$ cat src/hw/ptpin_pkg.sv
// Shared constants and types for the port T pin control block
package ptpin_pkg;

    // ----------------------------------------------------------------
    // Widths and types
    // ----------------------------------------------------------------
    localparam int ADDR_W  = 16;
    localparam int DATA_W  = 8;
    localparam int PT_W    = 4;

    typedef logic [ADDR_W-1:0] ptpin_addr_t;
    typedef logic [DATA_W-1:0] ptpin_data_t;
    typedef logic [PT_W-1:0]   ptpin_pins_t;

    // ----------------------------------------------------------------
    // Register offsets (byte addresses)
    // ----------------------------------------------------------------
    localparam ptpin_addr_t OFF_PT_DATA  = 16'h0240;
    localparam ptpin_addr_t OFF_PT_DIR   = 16'h0244;
    localparam ptpin_addr_t OFF_PT_INPUT = 16'h0248;
    localparam ptpin_addr_t OFF_CLK_CTRL = 16'h024c;
    localparam ptpin_addr_t OFF_MISC     = 16'h0250;
    localparam ptpin_addr_t OFF_IRQ_CTRL = 16'h0254;
    localparam ptpin_addr_t OFF_TEST     = 16'h0258;

    // ----------------------------------------------------------------
    // Field positions
    // ----------------------------------------------------------------
    localparam int BIT_CLK_DIS   = 7;
    localparam int BIT_OCP_EN    = 7;
    localparam int BIT_EDGE_SEL  = 7;
    localparam int BIT_IRQ_CON   = 6;

    // ----------------------------------------------------------------
    // Reset values
    // ----------------------------------------------------------------
    localparam ptpin_pins_t RST_PT_DATA  = 4'h0;
    localparam ptpin_pins_t RST_PT_DIR   = 4'h0;
    localparam logic        RST_CLK_DIS  = 1'b0;
    localparam logic        RST_OCP_EN   = 1'b0;
    localparam logic        RST_EDGE_SEL = 1'b0;
    localparam logic        RST_IRQ_CON  = 1'b1;
    localparam ptpin_data_t RST_TEST     = 8'h00;

    // ----------------------------------------------------------------
    // Address decode
    // ----------------------------------------------------------------
    function automatic logic ptpin_hit(input ptpin_addr_t addr,
                                       input ptpin_addr_t off);
        return addr == off;
    endfunction : ptpin_hit

endpackage : ptpin_pkg

$ cat src/hw/ptpin_sync.sv
// Two-stage synchroniser for pin inputs
`timescale 1ns/1ps
module ptpin_sync #(
    parameter int W = 1
) (
    input  wire logic         i_ref_clk,
    input  wire logic         i_sys_rst,
    input  wire logic [W-1:0] i_async,
    output logic      [W-1:0] o_sync
);
    logic [W-1:0] meta_q;

    always_ff @(posedge i_ref_clk)
    begin
        if (i_sys_rst)
        begin
            meta_q <= '0;
            o_sync <= '0;
        end
        else
        begin
            meta_q <= i_async;
            o_sync <= meta_q;
        end
    end
endmodule : ptpin_sync

$ cat src/hw/ptpin_mux.sv
// Priority selection of one port T pin among its functions
`timescale 1ns/1ps
module ptpin_mux (
    input  wire logic i_pri_a_en,
    input  wire logic i_pri_a_out,
    input  wire logic i_pri_a_drive,
    input  wire logic i_pri_b_en,
    input  wire logic i_pri_b_out,
    input  wire logic i_pri_b_drive,
    input  wire logic i_tim_en,
    input  wire logic i_tim_out,
    input  wire logic i_pwm_en,
    input  wire logic i_pwm_out,
    input  wire logic i_dir,
    input  wire logic i_data,
    output logic      o_out,
    output logic      o_drive
);
    // Highest owner first, general-purpose last
    assign o_out   = i_pri_a_en ? i_pri_a_out :
                     i_pri_b_en ? i_pri_b_out :
                     i_tim_en   ? i_tim_out   :
                     i_pwm_en   ? i_pwm_out   :
                     i_data;
    assign o_drive = i_pri_a_en ? i_pri_a_drive :
                     i_pri_b_en ? i_pri_b_drive :
                     (i_tim_en | i_pwm_en) ? 1'b1 :
                     i_dir;
endmodule : ptpin_mux

$ cat src/hw/ptpin_top.sv
// Port T, bus clock output and interrupt pin control
`timescale 1ns/1ps
module ptpin_top
    import ptpin_pkg::*;
(
    input  wire logic                   i_ref_clk,
    input  wire logic                   i_sys_rst,
    input  wire logic                   i_special_mode,
    input  wire ptpin_pkg::ptpin_addr_t i_addr,
    input  wire ptpin_pkg::ptpin_data_t i_wr_data,
    input  wire logic                   i_wr_en,
    input  wire logic                   i_rd_en,
    output ptpin_pkg::ptpin_data_t      o_rd_data,
    output logic                        o_bus_clock_out_pin,
    output logic                        o_overcurrent_detect_enable,
    input  wire logic                   i_irq_pin,
    input  wire logic                   i_irq_service,
    output logic                        o_irq_request,
    input  wire ptpin_pkg::ptpin_pins_t i_pt_pin,
    output ptpin_pkg::ptpin_pins_t      o_pt_out,
    output ptpin_pkg::ptpin_pins_t      o_pt_oe_n,
    input  wire logic                   i_spi_en,
    input  wire logic [1:0]             i_spi_out,
    input  wire logic [1:0]             i_spi_drive,
    input  wire logic [1:0]             i_lin_transceiver_en,
    input  wire logic [1:0]             i_lin_transceiver_out,
    input  wire logic [1:0]             i_lin_transceiver_drive,
    input  wire logic                   i_serial_interface_zero_en,
    input  wire logic [1:0]             i_serial_interface_zero_out,
    input  wire logic [1:0]             i_serial_interface_zero_drive,
    input  wire logic                   i_lin_direct_transmit_bit_en,
    input  wire logic                   i_lin_direct_transmit_bit,
    input  wire ptpin_pkg::ptpin_pins_t i_timer_compare_en,
    input  wire ptpin_pkg::ptpin_pins_t i_timer_compare_out,
    input  wire ptpin_pkg::ptpin_pins_t i_pwm_en,
    input  wire ptpin_pkg::ptpin_pins_t i_pwm_out,
    input  wire ptpin_pkg::ptpin_pins_t i_high_side_driver_claim,
    input  wire ptpin_pkg::ptpin_pins_t i_low_side_driver_claim,
    input  wire ptpin_pkg::ptpin_pins_t i_lin_receive_data_claim,
    output ptpin_pkg::ptpin_pins_t      o_timer_capture_in
);
    import ptpin_pkg::*;

    // ----------------------------------------------------------------
    // Register state
    // ----------------------------------------------------------------
    ptpin_pins_t pt_data_q, pt_data_d;
    ptpin_pins_t pt_dir_q, pt_dir_d;
    logic        clk_dis_q, clk_dis_d;
    logic        ocp_en_q, ocp_en_d;
    logic        edge_sel_q, edge_sel_d;
    logic        edge_once_q, edge_once_d;
    logic        irq_con_q, irq_con_d;
    ptpin_data_t test_q, test_d;
    logic        irq_prev_q;
    logic        edge_latch_q, edge_latch_d;
    logic        clk_pin_d;
    logic        irq_req_d;
    ptpin_data_t rd_data_d;
    ptpin_pins_t pt_out_d, pt_oe_n_d, capture_d;

    // ----------------------------------------------------------------
    // Pin synchronisers
    // ----------------------------------------------------------------
    logic [PT_W:0] pins_raw;
    logic [PT_W:0] pins_sync;
    ptpin_pins_t   pt_sync;
    logic          irq_sync;

    // Irq pin inverted so reset reads as idle high
    assign pins_raw = {~i_irq_pin, i_pt_pin};

    ptpin_sync #(
        .W (PT_W + 1)
    ) u_sync (
        .i_ref_clk (i_ref_clk),
        .i_sys_rst (i_sys_rst),
        .i_async   (pins_raw),
        .o_sync    (pins_sync)
    );

    assign pt_sync  = pins_sync[PT_W-1:0];
    assign irq_sync = ~pins_sync[PT_W];

    // ----------------------------------------------------------------
    // Address decode
    // ----------------------------------------------------------------
    wire wr_data  = i_wr_en & ptpin_hit(i_addr, OFF_PT_DATA);
    wire wr_dir   = i_wr_en & ptpin_hit(i_addr, OFF_PT_DIR);
    wire wr_clk   = i_wr_en & ptpin_hit(i_addr, OFF_CLK_CTRL);
    wire wr_misc  = i_wr_en & ptpin_hit(i_addr, OFF_MISC);
    wire wr_irq   = i_wr_en & ptpin_hit(i_addr, OFF_IRQ_CTRL);
    wire wr_test  = i_wr_en & ptpin_hit(i_addr, OFF_TEST);
    wire edge_ok  = i_special_mode | ~edge_once_q;
    wire test_ok  = i_special_mode;

    // ----------------------------------------------------------------
    // Register next values
    // ----------------------------------------------------------------
    assign pt_data_d  = wr_data ? i_wr_data[PT_W-1:0] : pt_data_q;
    assign pt_dir_d   = wr_dir  ? i_wr_data[PT_W-1:0] : pt_dir_q;
    assign clk_dis_d  = wr_clk  ? i_wr_data[BIT_CLK_DIS] : clk_dis_q;
    assign ocp_en_d   = wr_misc ? i_wr_data[BIT_OCP_EN] : ocp_en_q;
    assign edge_sel_d = (wr_irq & edge_ok) ? i_wr_data[BIT_EDGE_SEL]
                                           : edge_sel_q;
    assign edge_once_d = edge_once_q | (wr_irq & ~i_special_mode);
    assign irq_con_d  = wr_irq  ? i_wr_data[BIT_IRQ_CON] : irq_con_q;
    assign test_d     = (wr_test & test_ok) ? i_wr_data
                                            : test_q;

    // ----------------------------------------------------------------
    // Read data
    // ----------------------------------------------------------------
    wire ptpin_pins_t pt_read = (pt_dir_q & pt_data_q) |
                                (~pt_dir_q & pt_sync);
    assign rd_data_d =
        !i_rd_en ? '0 :
        ptpin_hit(i_addr, OFF_PT_DATA)  ? {4'h0, pt_read} :
        ptpin_hit(i_addr, OFF_PT_DIR)   ? {4'h0, pt_dir_q} :
        ptpin_hit(i_addr, OFF_PT_INPUT) ? {4'h0, pt_sync} :
        ptpin_hit(i_addr, OFF_CLK_CTRL) ? {clk_dis_q, 7'h00} :
        ptpin_hit(i_addr, OFF_MISC)     ? {ocp_en_q, 7'h00} :
        ptpin_hit(i_addr, OFF_IRQ_CTRL) ? {edge_sel_q, irq_con_q,
                                           6'h00} :
        ptpin_hit(i_addr, OFF_TEST)     ? test_q : '0;

    // ----------------------------------------------------------------
    // Clock output and interrupt pin
    // ----------------------------------------------------------------
    assign clk_pin_d = clk_dis_q ? 1'b0
                                 : ~o_bus_clock_out_pin;
    wire irq_fall = irq_prev_q & ~irq_sync;
    assign edge_latch_d = (edge_sel_q & irq_fall) |
                          (edge_latch_q & ~i_irq_service);
    assign irq_req_d = irq_con_q &
                       (edge_sel_q ? edge_latch_q
                                   : ~irq_sync);

    // ----------------------------------------------------------------
    // Port T function selection
    // ----------------------------------------------------------------
    ptpin_pins_t tim_ok, pwm_ok, pri_a_en, pri_a_out, pri_a_drv;
    ptpin_pins_t pri_b_en, pri_b_out, pri_b_drv, mux_out, mux_drv;

    assign tim_ok = i_timer_compare_en & ~i_high_side_driver_claim &
                    ~i_low_side_driver_claim;
    assign pwm_ok = i_pwm_en & ~i_high_side_driver_claim &
                    ~i_low_side_driver_claim;
    assign pri_a_en  = {{2{i_spi_en}},
                        {2{i_serial_interface_zero_en}}};
    assign pri_a_out = {i_spi_out, i_serial_interface_zero_out};
    assign pri_a_drv = {i_spi_drive, i_serial_interface_zero_drive};
    assign pri_b_en  = {i_lin_transceiver_en,
                        i_lin_direct_transmit_bit_en, 1'b0};
    assign pri_b_out = {i_lin_transceiver_out,
                        i_lin_direct_transmit_bit, 1'b0};
    assign pri_b_drv = {i_lin_transceiver_drive, 1'b1, 1'b0};

    genvar g;
    generate
        for (g = 0; g < PT_W; g++)
        begin : g_pin
            ptpin_mux u_mux (
                .i_pri_a_en    (pri_a_en[g]),
                .i_pri_a_out   (pri_a_out[g]),
                .i_pri_a_drive (pri_a_drv[g]),
                .i_pri_b_en    (pri_b_en[g]),
                .i_pri_b_out   (pri_b_out[g]),
                .i_pri_b_drive (pri_b_drv[g]),
                .i_tim_en      (tim_ok[g]),
                .i_tim_out     (i_timer_compare_out[g]),
                .i_pwm_en      (pwm_ok[g]),
                .i_pwm_out     (i_pwm_out[g]),
                .i_dir         (pt_dir_q[g]),
                .i_data        (pt_data_q[g]),
                .o_out         (mux_out[g]),
                .o_drive       (mux_drv[g])
            );
        end
    endgenerate

    assign pt_out_d  = mux_out;
    assign pt_oe_n_d = ~mux_drv;
    assign capture_d = pt_sync & ~i_lin_receive_data_claim;

    // ----------------------------------------------------------------
    // Control registers
    // ----------------------------------------------------------------
    always_ff @(posedge i_ref_clk)
    begin
        if (i_sys_rst)
        begin
            pt_data_q    <= RST_PT_DATA;
            pt_dir_q     <= RST_PT_DIR;
            clk_dis_q    <= RST_CLK_DIS;
            ocp_en_q     <= RST_OCP_EN;
            edge_sel_q   <= RST_EDGE_SEL;
            edge_once_q  <= 1'b0;
            irq_con_q    <= RST_IRQ_CON;
            test_q       <= RST_TEST;
        end
        else
        begin
            pt_data_q    <= pt_data_d;
            pt_dir_q     <= pt_dir_d;
            clk_dis_q    <= clk_dis_d;
            ocp_en_q     <= ocp_en_d;
            edge_sel_q   <= edge_sel_d;
            edge_once_q  <= edge_once_d;
            irq_con_q    <= irq_con_d;
            test_q       <= test_d;
        end
    end

    // ----------------------------------------------------------------
    // Pin state and outputs
    // ----------------------------------------------------------------
    always_ff @(posedge i_ref_clk)
    begin
        if (i_sys_rst)
        begin
            irq_prev_q          <= 1'b1;
            edge_latch_q        <= 1'b0;
            o_irq_request       <= 1'b0;
            o_bus_clock_out_pin <= 1'b0;
            o_rd_data           <= '0;
            o_pt_out            <= '0;
            o_pt_oe_n           <= '1;
            o_timer_capture_in  <= '0;
        end
        else
        begin
            irq_prev_q          <= irq_sync;
            edge_latch_q        <= edge_latch_d;
            o_irq_request       <= irq_req_d;
            o_bus_clock_out_pin <= clk_pin_d;
            o_rd_data           <= rd_data_d;
            o_pt_out            <= pt_out_d;
            o_pt_oe_n           <= pt_oe_n_d;
            o_timer_capture_in  <= capture_d;
        end
    end

    assign o_overcurrent_detect_enable = ocp_en_q;
endmodule : ptpin_top

$ cat config.mk
export PLATFORM = sky130hd
export DESIGN_NAME = ptpin_top
export DESIGN_NICKNAME = d
export VERILOG_FILES = /design/src/hw/ptpin_pkg.sv /design/src/hw/ptpin_sync.sv /design/src/hw/ptpin_mux.sv /design/src/hw/ptpin_top.sv
export SDC_FILE = /design/constraint.sdc
export NUM_CORES = 1
export LEC_CHECK = 0
export ABC_AREA = 0
export BUFFER_PORTS_ARGS = -buffer_cell sky130_fd_sc_hd__buf_4
export CORE_MARGIN = 5
export CORE_UTILIZATION = 51
export CTS_CLUSTER_SIZE = 16
export DETAILED_ROUTE_END_ITERATION = 16
export HOLD_SLACK_MARGIN = 0.06
export PLACE_DENSITY = 0.88
export SLEW_MARGIN = 5
export SYNTH_ARGS = -nofsm -noshare
export SYNTH_HDL_FRONTEND = slang
export SYNTH_HIERARCHICAL = 1
export SYNTH_SLANG_ARGS = --single-unit
$ cat constraint.sdc
create_clock -name i_ref_clk -period 5.3 [get_ports i_ref_clk]
set_input_delay 0 -clock i_ref_clk [delete_from_list [all_inputs] [get_ports i_ref_clk]]
set_output_delay 0 -clock i_ref_clk [all_outputs]
set_load 0.1 [all_outputs]
==> After elaboration in Yosys (flattened, before gate mapping) <==
Index checks and enable logic that the tools add are counted.
{ "word_totals": {"register_bits": 55, "latchBits": 0, "ramBits": 0, "rom_bits": 0, "input_bits": 81, "out_inout_bits": 23, "word_cells": 108, "memories": 0} }
{ "classes": {"n_addsub": 0, "n_mul": 0, "n_div": 0, "n_lt_le_gt_ge": 0, "n_eq_ne": 7, "n_shift": 0, "muxes": 34, "n_bitwise": 41, "n_reduce_logical": 5} }
{ "ops": {"columns": ["cell", "n"], "rows": [
  ["16-bit by 10-bit == test with 1-bit output (second input constant)", 7],
  ["8-bit 2-to-1 mux", 4],
  ["4-bit bitwise AND", 7],
  ["1-bit 2-to-1 mux", 27],
  ["4-bit inverter", 5],
  ["1-bit bitwise AND", 13],
  ["4-bit 2-to-1 mux", 3],
  ["9-bit OR reduction", 1],
  ["1-bit inverter", 8],
  ["1-bit bitwise OR", 7],
  ["7-bit OR reduction", 1],
  ["5-bit OR reduction", 1],
  ["4-bit bitwise OR", 1],
  ["2-bit OR reduction", 2]
]} }

==> Logic depth before layout (Yosys ltp) <==
Gate-level depths: netlist of the first run.
{ "depth": {"ltp_word": 8, "mapped_depth": 5, "mapped_depth_nobuf": 5} }

==> Cells and area by module <==
The synthesis of the first run kept the hierarchy.
{ "modules_own_cells": {"columns": ["mod", "n_inst", "cells_per_inst", "area_per_inst_um2"], "rows": [
  ["ptpin_top", 1, 218, 1973.1],
  ["ptpin_mux", 4, 11, 67.6],
  ["ptpin_sync", 1, 20, 262.8]
]} }

==> Worst setup path before layout of the first run <==
Ideal clock, no wire load.
{ "synth_path": {"kind": "input-to-reg", "from": "input i_addr[12]", "to": "register edge_sel_q", "setup_ns": 0.070, "t_arrival_ns": 1.605, "slack_ns": 3.625, "cell_stages": 4, "cell_sequence": "or4b_4 or4_4 or3_1 a21oi_1"} }
{ "synth_via": {"elab_chain_cells": 3} }
{ "synth_rtl": {"columns": ["element", "line", "source"], "rows": [
  ["start, declared", "ptpin_top.sv:9", "input wire ptpin_pkg::ptpin_addr_t i_addr,"],
  ["16-bit by 10-bit == test with 1-bit output", "ptpin_pkg.sv:50", "return addr == off;"],
  ["1-bit bitwise AND", "ptpin_top.sv:92", "wire wr_irq = i_wr_en & ptpin_hit(i_addr, OFF_IRQ_CTRL);"],
  ["1-bit bitwise AND", "ptpin_top.sv:104", "assign edge_sel_d = (wr_irq & edge_ok) ? i_wr_data[BIT_EDGE_SEL]"],
  ["end signal, assigned", "ptpin_top.sv:208", "edge_sel_q <= edge_sel_d;"],
  ["end, declared", "ptpin_top.sv:51", "logic edge_sel_q, edge_sel_d;"]
]} }
No other way between the ends.
A chain may end at the register's enable or synchronous reset.

==> Worst setup path in the final report of the first run <==
{ "layout_path": {"from": "input i_serial_interface_zero_drive[0]", "to": "register o_pt_oe_n[0]"} }
{ "layout_via": {"elab_chain_cells": 2} }
{ "layout_rtl": {"columns": ["element", "line", "source"], "rows": [
  ["start, declared", "ptpin_top.sv:30", "input wire logic [1:0] i_serial_interface_zero_drive,"],
  ["1-bit 2-to-1 mux", "ptpin_mux.sv:25", "assign o_drive = i_pri_a_en ? i_pri_a_drive :"],
  ["via mux_drv[0]", "ptpin_top.sv:143", "ptpin_pins_t pri_b_en, pri_b_out, pri_b_drv, mux_out, mux_drv;"],
  ["4-bit inverter", "ptpin_top.sv:183", "assign pt_oe_n_d = ~mux_drv;"],
  ["end signal, assigned", "ptpin_top.sv:239", "o_pt_oe_n <= pt_oe_n_d;"],
  ["end, declared", "ptpin_top.sv:21", "output ptpin_pkg::ptpin_pins_t o_pt_oe_n,"]
]} }
The timed path passes the listed nets, and every way through them passes these cells.

==> results of run 1 <==
==> per-stage QoR <==
step | setup slack (ns) | hold slack, ns | cells | total power [mW]
6_report | 3.53 | 0.0819 | 489 | 0.851
5_1_grt | 3.48 | 0.0953 | 489 | 0.886
4_1_cts | 3.60 | 0.0751 | 489 | 0.854
3_5_place_dp | 3.31 | 0.165 | 447 | 0.587
3_3_place_gp | 3.37 | 0.161 | 447 | 0.584
2_1_floorplan | 3.62 | 0.0716 | 287 | 0.516
==> synthesized netlist by cell type (all sizes together) (2+ instances only) <==
cell type,instances,area [µm²]
or3,3,18.8
nor2b,21,131
nand2,9,33.8
conb,2,7.51
buf,3,15.0
or4b,2,23.8
clkbuf,8,30.0
and3,4,25.0
mux2i,10,100
nor3,4,20.0
a2bb2oi,2,17.5
o211ai,2,15.0
a221oi,2,17.5
nand3b,2,15.0
o21ai,35,175
a21oi,23,115
a32oi,2,17.5
nand3,19,95.1
nand2b,19,119
a211oi,2,15.0
nor3b,18,135
o41ai,5,51.3
o31a,4,35.0
nor4,5,52.6
inv,10,37.5
dfxtp,55,1100
or4,5,45.0
==> flip-flops by register name, indices dropped and copies added (netlist names) <==
| signal | cells |
|---|---|
| o_rd_data | 8 |
| test_q | 8 |
| u_sync/meta_q | 5 |
| u_sync/o_sync | 5 |
| o_pt_oe_n | 4 |
| o_pt_out | 4 |
| o_timer_capture_in | 4 |
| pt_data_q | 4 |
| pt_dir_q | 4 |
| clk_dis_q | 1 |
| edge_latch_q | 1 |
| edge_once_q | 1 |
| edge_sel_q | 1 |
| irq_con_q | 1 |
| irq_prev_q | 1 |
| o_bus_clock_out_pin | 1 |
| o_irq_request | 1 |
| o_overcurrent_detect_enable | 1 |
==> tightest hold or removal path: stages <==
cell and delay, ns:
sky130_fd_sc_hd__buf_4 0.10, sky130_fd_sc_hd__o31a_1 0.13, sky130_fd_sc_hd__nor2b_1 0.12
==> cell families after synthesis <==
group	synth area share, %
AO/OA/AOI/OAI	18.9
buffers and inverters	3.30
flip-flops	43.9
multiplexers	3.99
other	0.300
AND/OR/NAND/NOR	29.6
==> cell type report <==
cell class,instances,share of cell area [%]
sequential,55,29.1
tap,67,2.21
clock buffer,7,2.54
timing repair buffer,138,29.6
inverter,10,0.991
multi-input combinational,211,35.4
clock inverter,1,0.198
==> path summary, 6_finish.rpt <==
path | to | depth (start not counted) | start
worst max register to register | o_pt_oe_n[0] | 4 | pt_dir_q[0]
worst min register to register | irq_prev_q | 1 | u_sync/o_sync[4]
worst max-delay path | o_pt_oe_n[0] | 7 | i_serial_interface_zero_drive[0]
worst min-delay path | o_pt_out[3] | 3 | i_lin_transceiver_en[1]
==> routing by layer <==
metal	part of all wire, %	vias to the layer above
li1	-	1297
met1	38	1219
met2	51	146
met3	9.8	17
met4	1.8	0
met5	0	-
==> power by group through the flow <==
stage	clock, mW	combinational (mW)	sequential, mW
finish	0.249	0.176	0.426
global route	0.273	0.187	0.427
CTS	0.255	0.174	0.426
detailed placement	0	0.152	0.435
global placement	0	0.148	0.435
floorplan	0	0.0400	0.476
==> results.md, run 1 <==
- The dominant register cell in the synthesized netlist is sky130_fd_sc_hd__dfxtp_1.
- Dividing the synthesized area by the synthesized cell count gives 8.89 µm².
- Of all flip-flops after synthesis, the portion carrying an async set or reset was 0%.
- The final clock skew is 0.00234 ns.
- The cell repeated most along the worst path is sky130_fd_sc_hd__dlygate4sd3_1.
- After synthesis, flip-flops and latches occupy 43.9% of the total area.
- The row count is 25.
- The synthesized cell area is approximately 2500 µm².
- The placed cell area is 3340 µm².
- For this run, the slowest stage of the critical path takes 0.57 ns.
- The final standard cell utilization of the core is 79.7%.
- The floorplan step set the die width to approximately 80 µm.
- The first detailed-routing pass took 5 iterations.
- The sequential cells in the finished layout cover a total of 1100 µm².
- The pin count of the biggest net entering global routing is 55.
- The worst endpoint data arrival time is 2.02 ns.
- The share of the clock period used by the worst path after layout is 33.4%.
- The final critical path time including I/O delays and setup is 1.77 ns.
- After clock tree synthesis, the clock-pin slew on the worst setup and hold paths is 0.09 ns.
- The final weighted congestion of routability-driven global placement is 0.812.
- The number of antenna diodes in the final layout is 0.
- The required time of the critical path is 5.55 ns.
- Global routing consumed, on the met1 layer, 26.9% of the routing resources.
- The master cell of the clock root buffer is sky130_fd_sc_hd__clkbuf_8.
- The synthesized design contains 55 register bits.
- The total grt overflow is 0.
- The CTS tree is built.
- In this run, the clock network consumes 29.3% of the power.
- The buffers inserted during post-CTS setup optimization is 0.
- The critical-path cell with the highest stage delay is sky130_fd_sc_hd__dlygate4sd3_1.
- The count of buffers inserted at the top-level ports is 103.
- The die covers 6420 µm².
- The worst-case IR drop observed on VDD is 0.000197 V.
- Global routing consumed, on the met3 layer, 6.50% of the routing resources.
- The synthesized netlist contains 39 unique library cells.
- Leaving out fill and tap cells, the most frequent cell in the layout is sky130_fd_sc_hd__buf_4.
- Global routing used 24.1% of the available tracks across all layers.
- The standard cell core area is 4750 µm².
- Counting flops with a built-in enable in the synthesized netlist gives 0.
- After detailed routing, the number of remaining DRC violations is 0.
- The finished cells cover 3790 µm².
- After the first detailed-routing iteration, the DRC count stood at between 200 and 250.
- The clock drives 55 sinks.
- The initial utilization of the core area, before any placement, comes to 52.7%.
- The floorplan step set the die height to 80.1 µm.
- The filler cells instantiated in the layout total 311.
- The later pin in the worst-skew pair is clocked with a latency of 0.30 ns.
- Internal power comes to 0.625 mW.
- The total of endpoints with negative setup slack in the final report is 0.
- After detailed routing, the number of vias per cell comes to between 5 and 6.
- Based on the critical path, the design can be clocked at up to 565 MHz.
- Post-CTS repair changed the size of 0 cells.
- The hold buffer count at cts is 34.
- The library cells used most frequently in the layout, excluding fill and tap cells, are sky130_fd_sc_hd__buf_4, sky130_fd_sc_hd__dfxtp_1, sky130_fd_sc_hd__dlygate4sd3_1.
- The worst setup path is of the input pin to flip-flop kind.
- In this run the remaining antenna-violating nets after routing total 0.
- The layer flagged by global routing as most heavily used is met2.
- The flow ran to the end, and the final reports show no timing, DRC or antenna violations.
- In this run the worst path has a maximum fanout of 1.
- The path class of the tightest hold or removal check is input pin to flip-flop.
- The number of H-tree levels is 2.
- The number of antenna violations at the first check in global routing is 0.
- The sequential share of power is 50.0%.
- The number of hold-slack violations in the final timing report is 0.
- Across all layers, the routed design uses 2679 vias.
- The cell type group with the largest total delay on the critical path is buffers and inverters.
- Wires add up to 7730 µm.
- The max-capacitance violation count is 0.
- The fraction of power consumed by combinational cells is 20.7%.
- The fraction of met2 tracks used by global routing is 44.3%.
- The transition time at the pin with the least slew margin is 0.622 ns.
- The worst setup path is launched from an input pin.
- In this run the power spent charging and discharging nets is ~0.23 mW.
- The post-route netlist has 28.4% of its cells at a drive strength greater than 1.
- The via count of the first global-routing pass was 2644.
- The global-route wire length before repair is 12100 µm.
- After detailed routing, the average wire length per cell comes to 15.8 µm.
- The number of slew-limit violations in the final report came to 0.
- The area growth from synthesis to final layout is 51.2%.
- The signal on the critical path passes through dlygate4sd3_1 -> buf_4 -> nand2_1 -> dlygate4sd3_1 -> o21ai_0 -> dlygate4sd3_1 -> nand2b_1.
- Together, buffers and inverters on the worst path number 4.
- After routing, the total negative slack on setup checks comes to 0 ns.
- Buffers inserted during clock tree synthesis total 5.
- Setup repair after global routing left no endpoint under its margin.
- Of the total power, the share spent switching nets is between 20% and 30%.
- Summing all multi-input logic gate instances after layout gives 1340 µm².
- The HPWL after detailed placement is roughly 5200 µm.
- No sink is reached through more buffers than the 2 on the longest clock path.
- In the synthesized netlist, the number of instances is between 200 and 300.
- For this design the static power due to leakage is around 1.5 nW.
- The endpoint type of the worst setup path is a flip-flop.
- The number of placed I/O pins is 104.
- In the final design database the tool counted 502 nets.
- In this run the tightest slew margin relative to its limit is 58.2%.
- The slack of the worst reg-to-reg path is between 3 and 4 ns.
- During synthesis, Yosys emitted a total of 6 warnings.
- The total power density per cell area is 225 nW/µm².
Note: power is estimated with default switching activity, not from simulation.
==> inputs of run 2 (changes only) <==
CORE_UTILIZATION = 43   (was 51)
PLACE_DENSITY = 0.8   (was 0.88)
clock period = 1.6 ns   (was 5.3 ns; I/O delays follow)
==> results.md, run 2 (synthesis gave the netlist of run 1 again) <==
- The pin count of the biggest net entering global routing was 35 (-36%).
- The largest fanout on the critical path is 6 (+5).
- The library cell used most frequently in the layout, excluding fill and tap cells, is sky130_fd_sc_hd__buf_4.
- The total routing resource utilization after global routing is 21.3% (-2.8 points).
- The final non-filler cell area is 3910 µm² (+3.2%).
- The count of buffers inserted at the top-level ports came to 103 (unchanged).
- The overall die width is 86.3 µm (+7.8%).
- The total grt overflow came to 0 (unchanged).
- The average wire length per cell after detail routing came to 15.5 µm (-2.2%).
- The number of nets with antenna violations after routing is 0 (unchanged).
- The fraction of final layout cells sized beyond drive strength 1 came to 31.6% (+3.1 points).
- The global-route wire length before repair is 12900 µm (+6.4%).
- The total power density per cell area was 753 nW/µm² (+240%).
- The CTS tree is built.
- The final critical path time including I/O delays and setup is 1.53 ns.
- The total CTS buffers is 5 (unchanged).
- The maximum single-stage delay on the critical path is 0.62 ns (+0.05 ns).
- The worst endpoint data arrival time is 1.71 ns (-0.31 ns).
- STA classifies the critical path endpoint as a flip-flop.
- The number of clock sinks was 55 (unchanged).
- The number of slew-limit violations in the final report was 0 (unchanged).
- The number of diodes added for antenna fixing was 0 (unchanged).
- The required time of the critical path is 1.78 ns (-3.77 ns).
- The master cell of the clock root buffer is sky130_fd_sc_hd__clkbuf_8.
- The die footprint is 7460 µm² (+16%).
- The total of endpoints with negative setup slack in the final report is 0 (unchanged).
- The starting utilization of the core area is 45.0% (-7.7 points).
- The number of design rule violations left after detail routing is 0 (unchanged).
- The count of routing violations after the opening detailed-route iteration came to 169 (-30%).
- The leakage dissipation is 1.59 nW (+5.0%).
- The buffers inserted during post-CTS setup optimization is 0 (unchanged).
- The accumulated negative setup slack is 0 ns (unchanged).
- The largest registers in the layout are o_rd_data (8), test_q (8).
- The count of fill cells added during filler insertion is 451 (+45%).
- The row count came to 27 (+8.0%).
- Leaving out fill and tap cells, the most frequent cells in the layout are sky130_fd_sc_hd__buf_4, sky130_fd_sc_hd__dfxtp_1, sky130_fd_sc_hd__dlygate4sd3_1.
- The final wirelength is 7820 µm (+1.2%).
- The final weighted congestion of routability-driven global placement is 0.850 (+4.7%).
- The placed cell area came to 3470 µm² (+3.9%).
- The worst setup path is launched from an input pin.
- Setup repair after global routing left no endpoint under its margin.
- The number of detailed-route iterations in the first pass is 4 (-1).
- The top achievable clock speed is ~650 MHz.
- The area growth from synthesis to final layout is 56.1%.
- The worst hold slack across all endpoints is 0.0707 ns (-0.0112 ns).
- The number of antenna violations at the first check in global routing is 0 (unchanged).
- The flow ran to the end, and the final reports show no timing, DRC or antenna violations.
- The kind of cell with the highest combined delay along the critical path is simple AND/OR/NAND/NOR gates.
- The maximum number of buffers from clock root to sink is 2 (unchanged).
- The number of H-tree levels is 2 (unchanged).
- The number of placed I/O pins is 104 (unchanged).
- The via-per-instance ratio is 5.33 (-2.7%).
- The via count of the first global-routing pass was 2767 (+4.7%).
- The critical path is of the input pin to flip-flop type.
- The post-CTS resize count is 0 (unchanged).
- The area of the multi-input gates is 1360 µm² (+1.2%).
- The number of hold-slack violations in the final timing report is 0 (unchanged).
- The die span in y was 86.3 µm (+7.8%).
- The share of the clock period used by the worst path after layout is 95.8%.
- The sequential standard cell area is 1100 µm² (+0.11%).
- Traced cell by cell, the critical path runs through buf_4 -> or4b_4 -> or4_1 -> nor4_4 -> a221oi_1.
- The worst supply voltage drop on vdd is 0.000637 V (+220%).
- The final clock skew was 0.00845 ns (+0.00611 ns).
- The critical-path cell with the highest stage delay is sky130_fd_sc_hd__or4_1.
- The clock latency on the worst-skew pair is 0.31 ns (about the same).
- The standard cell core area is 5570 µm² (+17%).
- The worst path buffer plus inverter count was 1 (-3).
- The path class of the tightest hold or removal check is input pin to flip-flop.
- The final HPWL from detailed placement is 5550 µm (+6.4%).
- The max-capacitance violation count is 0 (unchanged).
- The clock-pin slew reported for the worst setup and hold paths after clock tree synthesis is 0.09 ns (about the same).
- The count of vias placed by the detailed router is 2697 (+0.67%).
- The number of nets in the layout was 514 (+2.4%).
-- run 2: what timing repair did --
item | in CTS | in global routing
setup endpoints to repair | 0 | 0
hold endpoints to repair | 36 | 0
hold buffers | 32 | 0
-- run 2: path summary, 6_finish.rpt --
path / start / endpoint / slack [ns] / cells after the start
setup / recovery: i_addr[12] / o_rd_data[2] / 0.07 / 5
hold reg to reg: o_bus_clock_out_pin / o_bus_clock_out_pin / 0.42 / 1
hold / removal: i_sys_rst / o_pt_out[0] / 0.07 / 2
setup reg to reg: pt_dir_q[1] / o_rd_data[1] / 0.51 / 4
-- run 2: layout make-up --
class | instances | share of cell area (%)
Clock buffer | 6 | 2.11
Inverter | 10 | 0.960
Clock inverter | 2 | 0.896
Tap cell | 72 | 2.30
Sequential cell | 55 | 28.2
Multi-Input combinational cell | 211 | 34.7
Timing Repair Buffer | 150 | 30.8
-- run 2: routing by layer --
metal / routed length [µm] / GRT usage (%)
met1: 3110 / 24.4
met2: 3980 / 38.9
met3: 581 / 5.32
met4: 153 / 6.23
met5: 0 / 0
-- run 2: report_power, final --
group          total (mW)  switching [mW]  internal, mW
logic               0.586           0.309         0.277
registers            1.41          0.0119          1.40
clock network       0.949           0.443         0.507
total                2.95           0.764          2.18
-- run 2: stage by stage --
stage	setup slack, ns	total power [mW]	utilization (%)	instances
global placement	-0.190	1.95	62.3	466
detailed placement	-0.240	1.96	62.3	466
global route	0.0353	3.06	70.2	506
CTS	0.0849	2.95	70.2	506
finish	0.0670	2.95	70.2	506
floorplan	-0.0199	1.71	-	287
-- run 2: worst register-to-register path, cell delays in order (launching register included) --
cell	delay (ns)
sky130_fd_sc_hd__dfxtp_1	0.39
sky130_fd_sc_hd__inv_1	0.05
sky130_fd_sc_hd__o21ai_0	0.16
sky130_fd_sc_hd__o211ai_1	0.12
sky130_fd_sc_hd__a221oi_1	0.28
==> inputs of run 3 (changes only) <==
ABC_AREA = 1   (was 0)
CORE_UTILIZATION = 44   (was 43)
RECOVER_POWER = 25   (was not set)
SLEW_MARGIN = 30   (was 5)
==> results.md, run 3 <==
- The flow ran to the end, and the final reports show no timing, DRC or antenna violations.
- The pin count of the biggest net entering global routing is 33 (-5.7%).
- In the layout the commonest cells are sky130_fd_sc_hd__nand2_1, sky130_fd_sc_hd__buf_4, sky130_fd_sc_hd__nor2_1.
- The average wire length per cell after detail routing is 12.0 µm (-23%).
- The number of H-tree levels was 2 (unchanged).
- The number of detailed-route iterations in the first pass was 4 (unchanged).
- The count of fill cells added during filler insertion is 491 (+8.9%).
- Counting instances in the post-synthesis netlist gives the leading cell types as sky130_fd_sc_hd__nand2_1, sky130_fd_sc_hd__nor2_1, sky130_fd_sc_hd__inv_1.
- The clock-pin slew reported for the worst setup and hold paths after clock tree synthesis came to 0.10 ns (about the same).
- The count of buffers inserted at the top-level ports is 103 (unchanged).
- The total power density per cell area is 683 nW/µm² (-9.3%).
- The count of vias placed by the detailed router is 3046 (+13%).
- The worst setup path is launched from an input pin.
- The total of endpoints with negative setup slack in the final report is 0 (unchanged).
- The number of instances in the synthesized netlist is 420 (+49%).
- The count of routing violations after the opening detailed-route iteration is 191 (+13%).
- The part of the Yosys area used for sequential elements came to 39.8% (-4.1 points).
- The die footprint is 7970 µm² (+6.9%).
- The worst endpoint data arrival time is 1.50 ns (-0.21 ns).
- The via count of the first global-routing pass was 2929 (+5.9%).
- The buffers inserted during post-CTS setup optimization is 0 (unchanged).
- The category of the most critical setup path is input pin to flip-flop.
- The fraction of power consumed by combinational cells came to 21.1% (+1.2 points).
- The via-per-instance ratio is 4.74 (-11%).
- The number of design rule violations left after detail routing was 0 (unchanged).
- The critical register-to-register path endpoint is o_rd_data[1].
- The final critical path time including I/O delays and setup was 1.29 ns (-0.240 ns).
- The sequential share of power came to 50.5% (+2.6 points).
- The number of enable-type register cells in the synthesized netlist came to 0 (unchanged).
- The instance count along the most critical hold path is 7 (+5).
- The top achievable clock speed is 773 MHz (+19%).
- Setup repair after global routing left no endpoint under its margin.
- Ranked by total cell area, the synthesized netlist is headed by sky130_fd_sc_hd__dfxtp_1, sky130_fd_sc_hd__nand2_1, sky130_fd_sc_hd__nor2_1.
- The total CTS buffers is 5 (unchanged).
- The switching share of power is 28.8% (+2.9 points).
- The most used standard cell by instance count after synthesis is sky130_fd_sc_hd__nand2_1.
- The dominant register cell in the synthesized netlist is sky130_fd_sc_hd__dfxtp_1.
- The largest fanout on the critical path is 8 (+2).
- The biggest area consumer among synthesized cells is sky130_fd_sc_hd__dfxtp_1.
- The number of nets with antenna violations after routing came to 0 (unchanged).
- The final clock skew is 0.00814 ns (-0.000312 ns).
- The area of the multi-input gates came to 1340 µm² (-1.7%).
- Compared with the post-synthesis result, the final layout area differs by 47.7%.
- The leakage dissipation is 2.01 nW (+26%).
- The number of clock sinks is 55 (unchanged).
- The die span in y is 89.3 µm (+3.4%).
- The cell repeated most along the worst path is sky130_fd_sc_hd__nand2_1.
- The total grt overflow is 0 (unchanged).
- The normalized max-slew margin is 66.3%.
- The sequential standard cell area was 1100 µm² (-0.11%).
- The slack of the worst reg-to-reg path was 0.69 ns (+0.18 ns).
- The largest registers in the layout are o_rd_data (8), test_q (8).
- The starting utilization of the core area was 45.9% (+0.91 points).
- The maximum single-stage delay on the critical path is 0.55 ns (-0.07 ns).
- The synthesized cell area was 2760 µm² (+10%).
- The power spent charging and discharging nets is 0.804 mW (+5.2%).
- The master cell of the clock root buffer is sky130_fd_sc_hd__clkbuf_8.
- The endpoint type of the worst setup path is a flip-flop.
- The critical-path cell with the highest stage delay is sky130_fd_sc_hd__dlygate4sd3_1.
- The mean cell area of the mapped netlist was 6.58 µm² (-26%).
- The number of slew-limit violations in the final report is 0 (unchanged).
- The standard cell core area was 6030 µm² (+8.1%).
- The required time of the critical path is 1.81 ns (+0.03 ns).
- The accumulated negative setup slack is 0 ns (unchanged).
- The flop and latch count out of synthesis was 55 (unchanged).
- The max-capacitance violation count is 0 (unchanged).
- The clock network fraction of design power is 28.4% (-3.8 points).
- The clock latency on the worst-skew pair was 0.31 ns (about the same).
- The number of placed I/O pins is 104 (unchanged).
- In this run the most critical hold path is launched from i_lin_transceiver_en[1].
- The internal power was 1.98 mW (-9.1%).
- The worst supply voltage drop on vdd is 0.000691 V (+8.5%).
- The overall power is 2.79 mW (-5.4%).
- The number of antenna violations at the first check in global routing came to 0 (unchanged).
- The signal on the critical path passes through dlygate4sd3_1 -> buf_4 -> nor2_1 -> dlygate4sd3_1 -> nand2_1 -> nand2_1 -> nand2_1.
- The portion of synthesized cell area occupied by the leading cell type was 39.8% (-4.1 points).
- The global-route wire length before repair is 12300 µm (-4.5%).
- The row count came to 28 (+3.7%).
- The final weighted congestion of routability-driven global placement is 0.848 (-0.31%).
- The transition time at the pin with the least slew margin is slightly above 0.5 ns.
- The share of the clock period used by the worst path after layout was 80.8% (-15 points).
- The fraction of final layout cells sized beyond drive strength 1 was 23.1% (-8.5 points).
- The overall die width is 89.3 µm (+3.4%).
- The number of hold-slack violations in the final timing report is 0 (unchanged).
- The number of diodes added for antenna fixing was 0 (unchanged).
- The CTS tree is built.
- Leaving out fill and tap cells, the most frequent cell in the layout is sky130_fd_sc_hd__nand2_1.
- The number of nets in the layout is 648 (+26%).
- The fraction of registers with async set/reset is 0% (unchanged).
- The length in cells of the worst reg-to-reg path is 3 (-1).
- The final wirelength is 7690 µm (-1.7%).
- The startpoint of the worst-slack reg-to-reg timing path is pt_dir_q[1].
- The cell type group with the largest total delay on the critical path is buffers and inverters.
- The total routing resource utilization after global routing is 19.5% (-1.8 points).
- The total number of yosys warnings came to 6 (unchanged).
- For hold timing, the worst endpoint is o_pt_out[3].
- The number of distinct library cells after synthesis is 25 (-36%).
- The final HPWL from detailed placement came to 5760 µm (+3.7%).
- The maximum number of buffers from clock root to sink came to 2 (unchanged).
- The worst hold path class is input pin to flip-flop.
- The worst path buffer plus inverter count is 3 (+2).
[run 3: cell types whose count changed in the layout (fill, tap and decap cells not counted), sizes merged, moves of 7 or more]
cell,change
nand2,+102
inv,+63
buf,-18
nand3,+9
mux2i,-9
o21ai,-21
nor2b,-21
nor3b,-10
nand4,+11
dlygate4sd3,+7
nor2,+82
nand2b,-19
[run 3: worst max path at each step]
| stage | endpoint | start | depth (start not counted) | slack, ns |
|---|---|---|---|---|
| after floorplan | o_rd_data[7] | o_overcurrent_detect_enable | 4 | 0.25 |
| after global placement | test_q[5] | i_addr[13] | 7 | 0.37 |
| after CTS | o_pt_oe_n[3] | i_spi_en | 7 | 0.33 |
| final | o_pt_oe_n[3] | i_spi_en | 7 | 0.31 |
| after global routing | o_pt_oe_n[3] | i_spi_en | 7 | 0.23 |
| after detailed placement | test_q[5] | i_addr[13] | 7 | 0.33 |
[run 3: cell families (layout without fill, tap and decap cells)]
group	after synthesis	in the layout	synth area share, %
buf+inv	81	226	12.2
simple gates	250	250	41.7
compound gates	31	31	5.61
mux	1	1	0.362
flops	55	55	39.8
other cells	2	5	0.272
[run 3: tightest hold or removal path, cell delays in order]
cell and delay (ns):
sky130_fd_sc_hd__buf_4 0.08, sky130_fd_sc_hd__a21oi_1 0.03, sky130_fd_sc_hd__nand2_1 0.05, sky130_fd_sc_hd__nand2_1 0.04, sky130_fd_sc_hd__nand2_1 0.05, sky130_fd_sc_hd__inv_1 0.03, sky130_fd_sc_hd__nor2_1 0.06
[run 3: cell type report]
| type | instances | area share (%) |
|---|---|---|
| clock inverters | 3 | 0.552 |
| clock buffers | 5 | 1.69 |
| inverters | 73 | 6.71 |
| flip-flops and latches | 55 | 27.0 |
| well taps | 75 | 2.30 |
| multi-input cells | 287 | 32.7 |
| repair buffers | 145 | 29.1 |
[run 3: power by group through the flow]
stage                     Clock (mW)  Sequential [mW]  Combinational (mW)
after floorplan                    0             1.57               0.150
after global placement             0             1.44               0.502
after detailed placement           0             1.44               0.512
after CTS                      0.818             1.41               0.589
after global routing           0.872             1.41               0.640
final                          0.792             1.41               0.589
[run 3: what timing repair did]
| action | 4_1_cts | 5_1_grt |
|---|---|---|
| hold buffers | 39 | 0 |
| hold endpoints to repair | 39 | 0 |
| gates resized for setup | 0 | 0 |
[run 3: layer usage]
| layer | track usage, % | vias up | routed length [µm] |
|---|---|---|---|
| met3 | 4.24 | 4 | 554 |
| met5 | 0 | - | 0 |
| met4 | 5.14 | 0 | 48 |
| met1 | 22.4 | 1364 | 3100 |
| li1 | - | 1571 | - |
| met2 | 36.2 | 107 | 3990 |
[run 3: metrics by stage]
step / util (%) / cell area (µm²) / hold slack [ns] / setup slack, ns / instances
after global routing: 67.7 / 4080 / 0.109 / 0.232 / 643
after global placement: 59.8 / 3600 / 0.161 / 0.374 / 596
after detailed placement: 59.8 / 3600 / 0.166 / 0.326 / 596
after floorplan: - / 2780 / 0.0768 / 0.254 / 423
final: 67.7 / 4080 / 0.0724 / 0.307 / 643
after CTS: 67.8 / 4080 / 0.0709 / 0.331 / 643
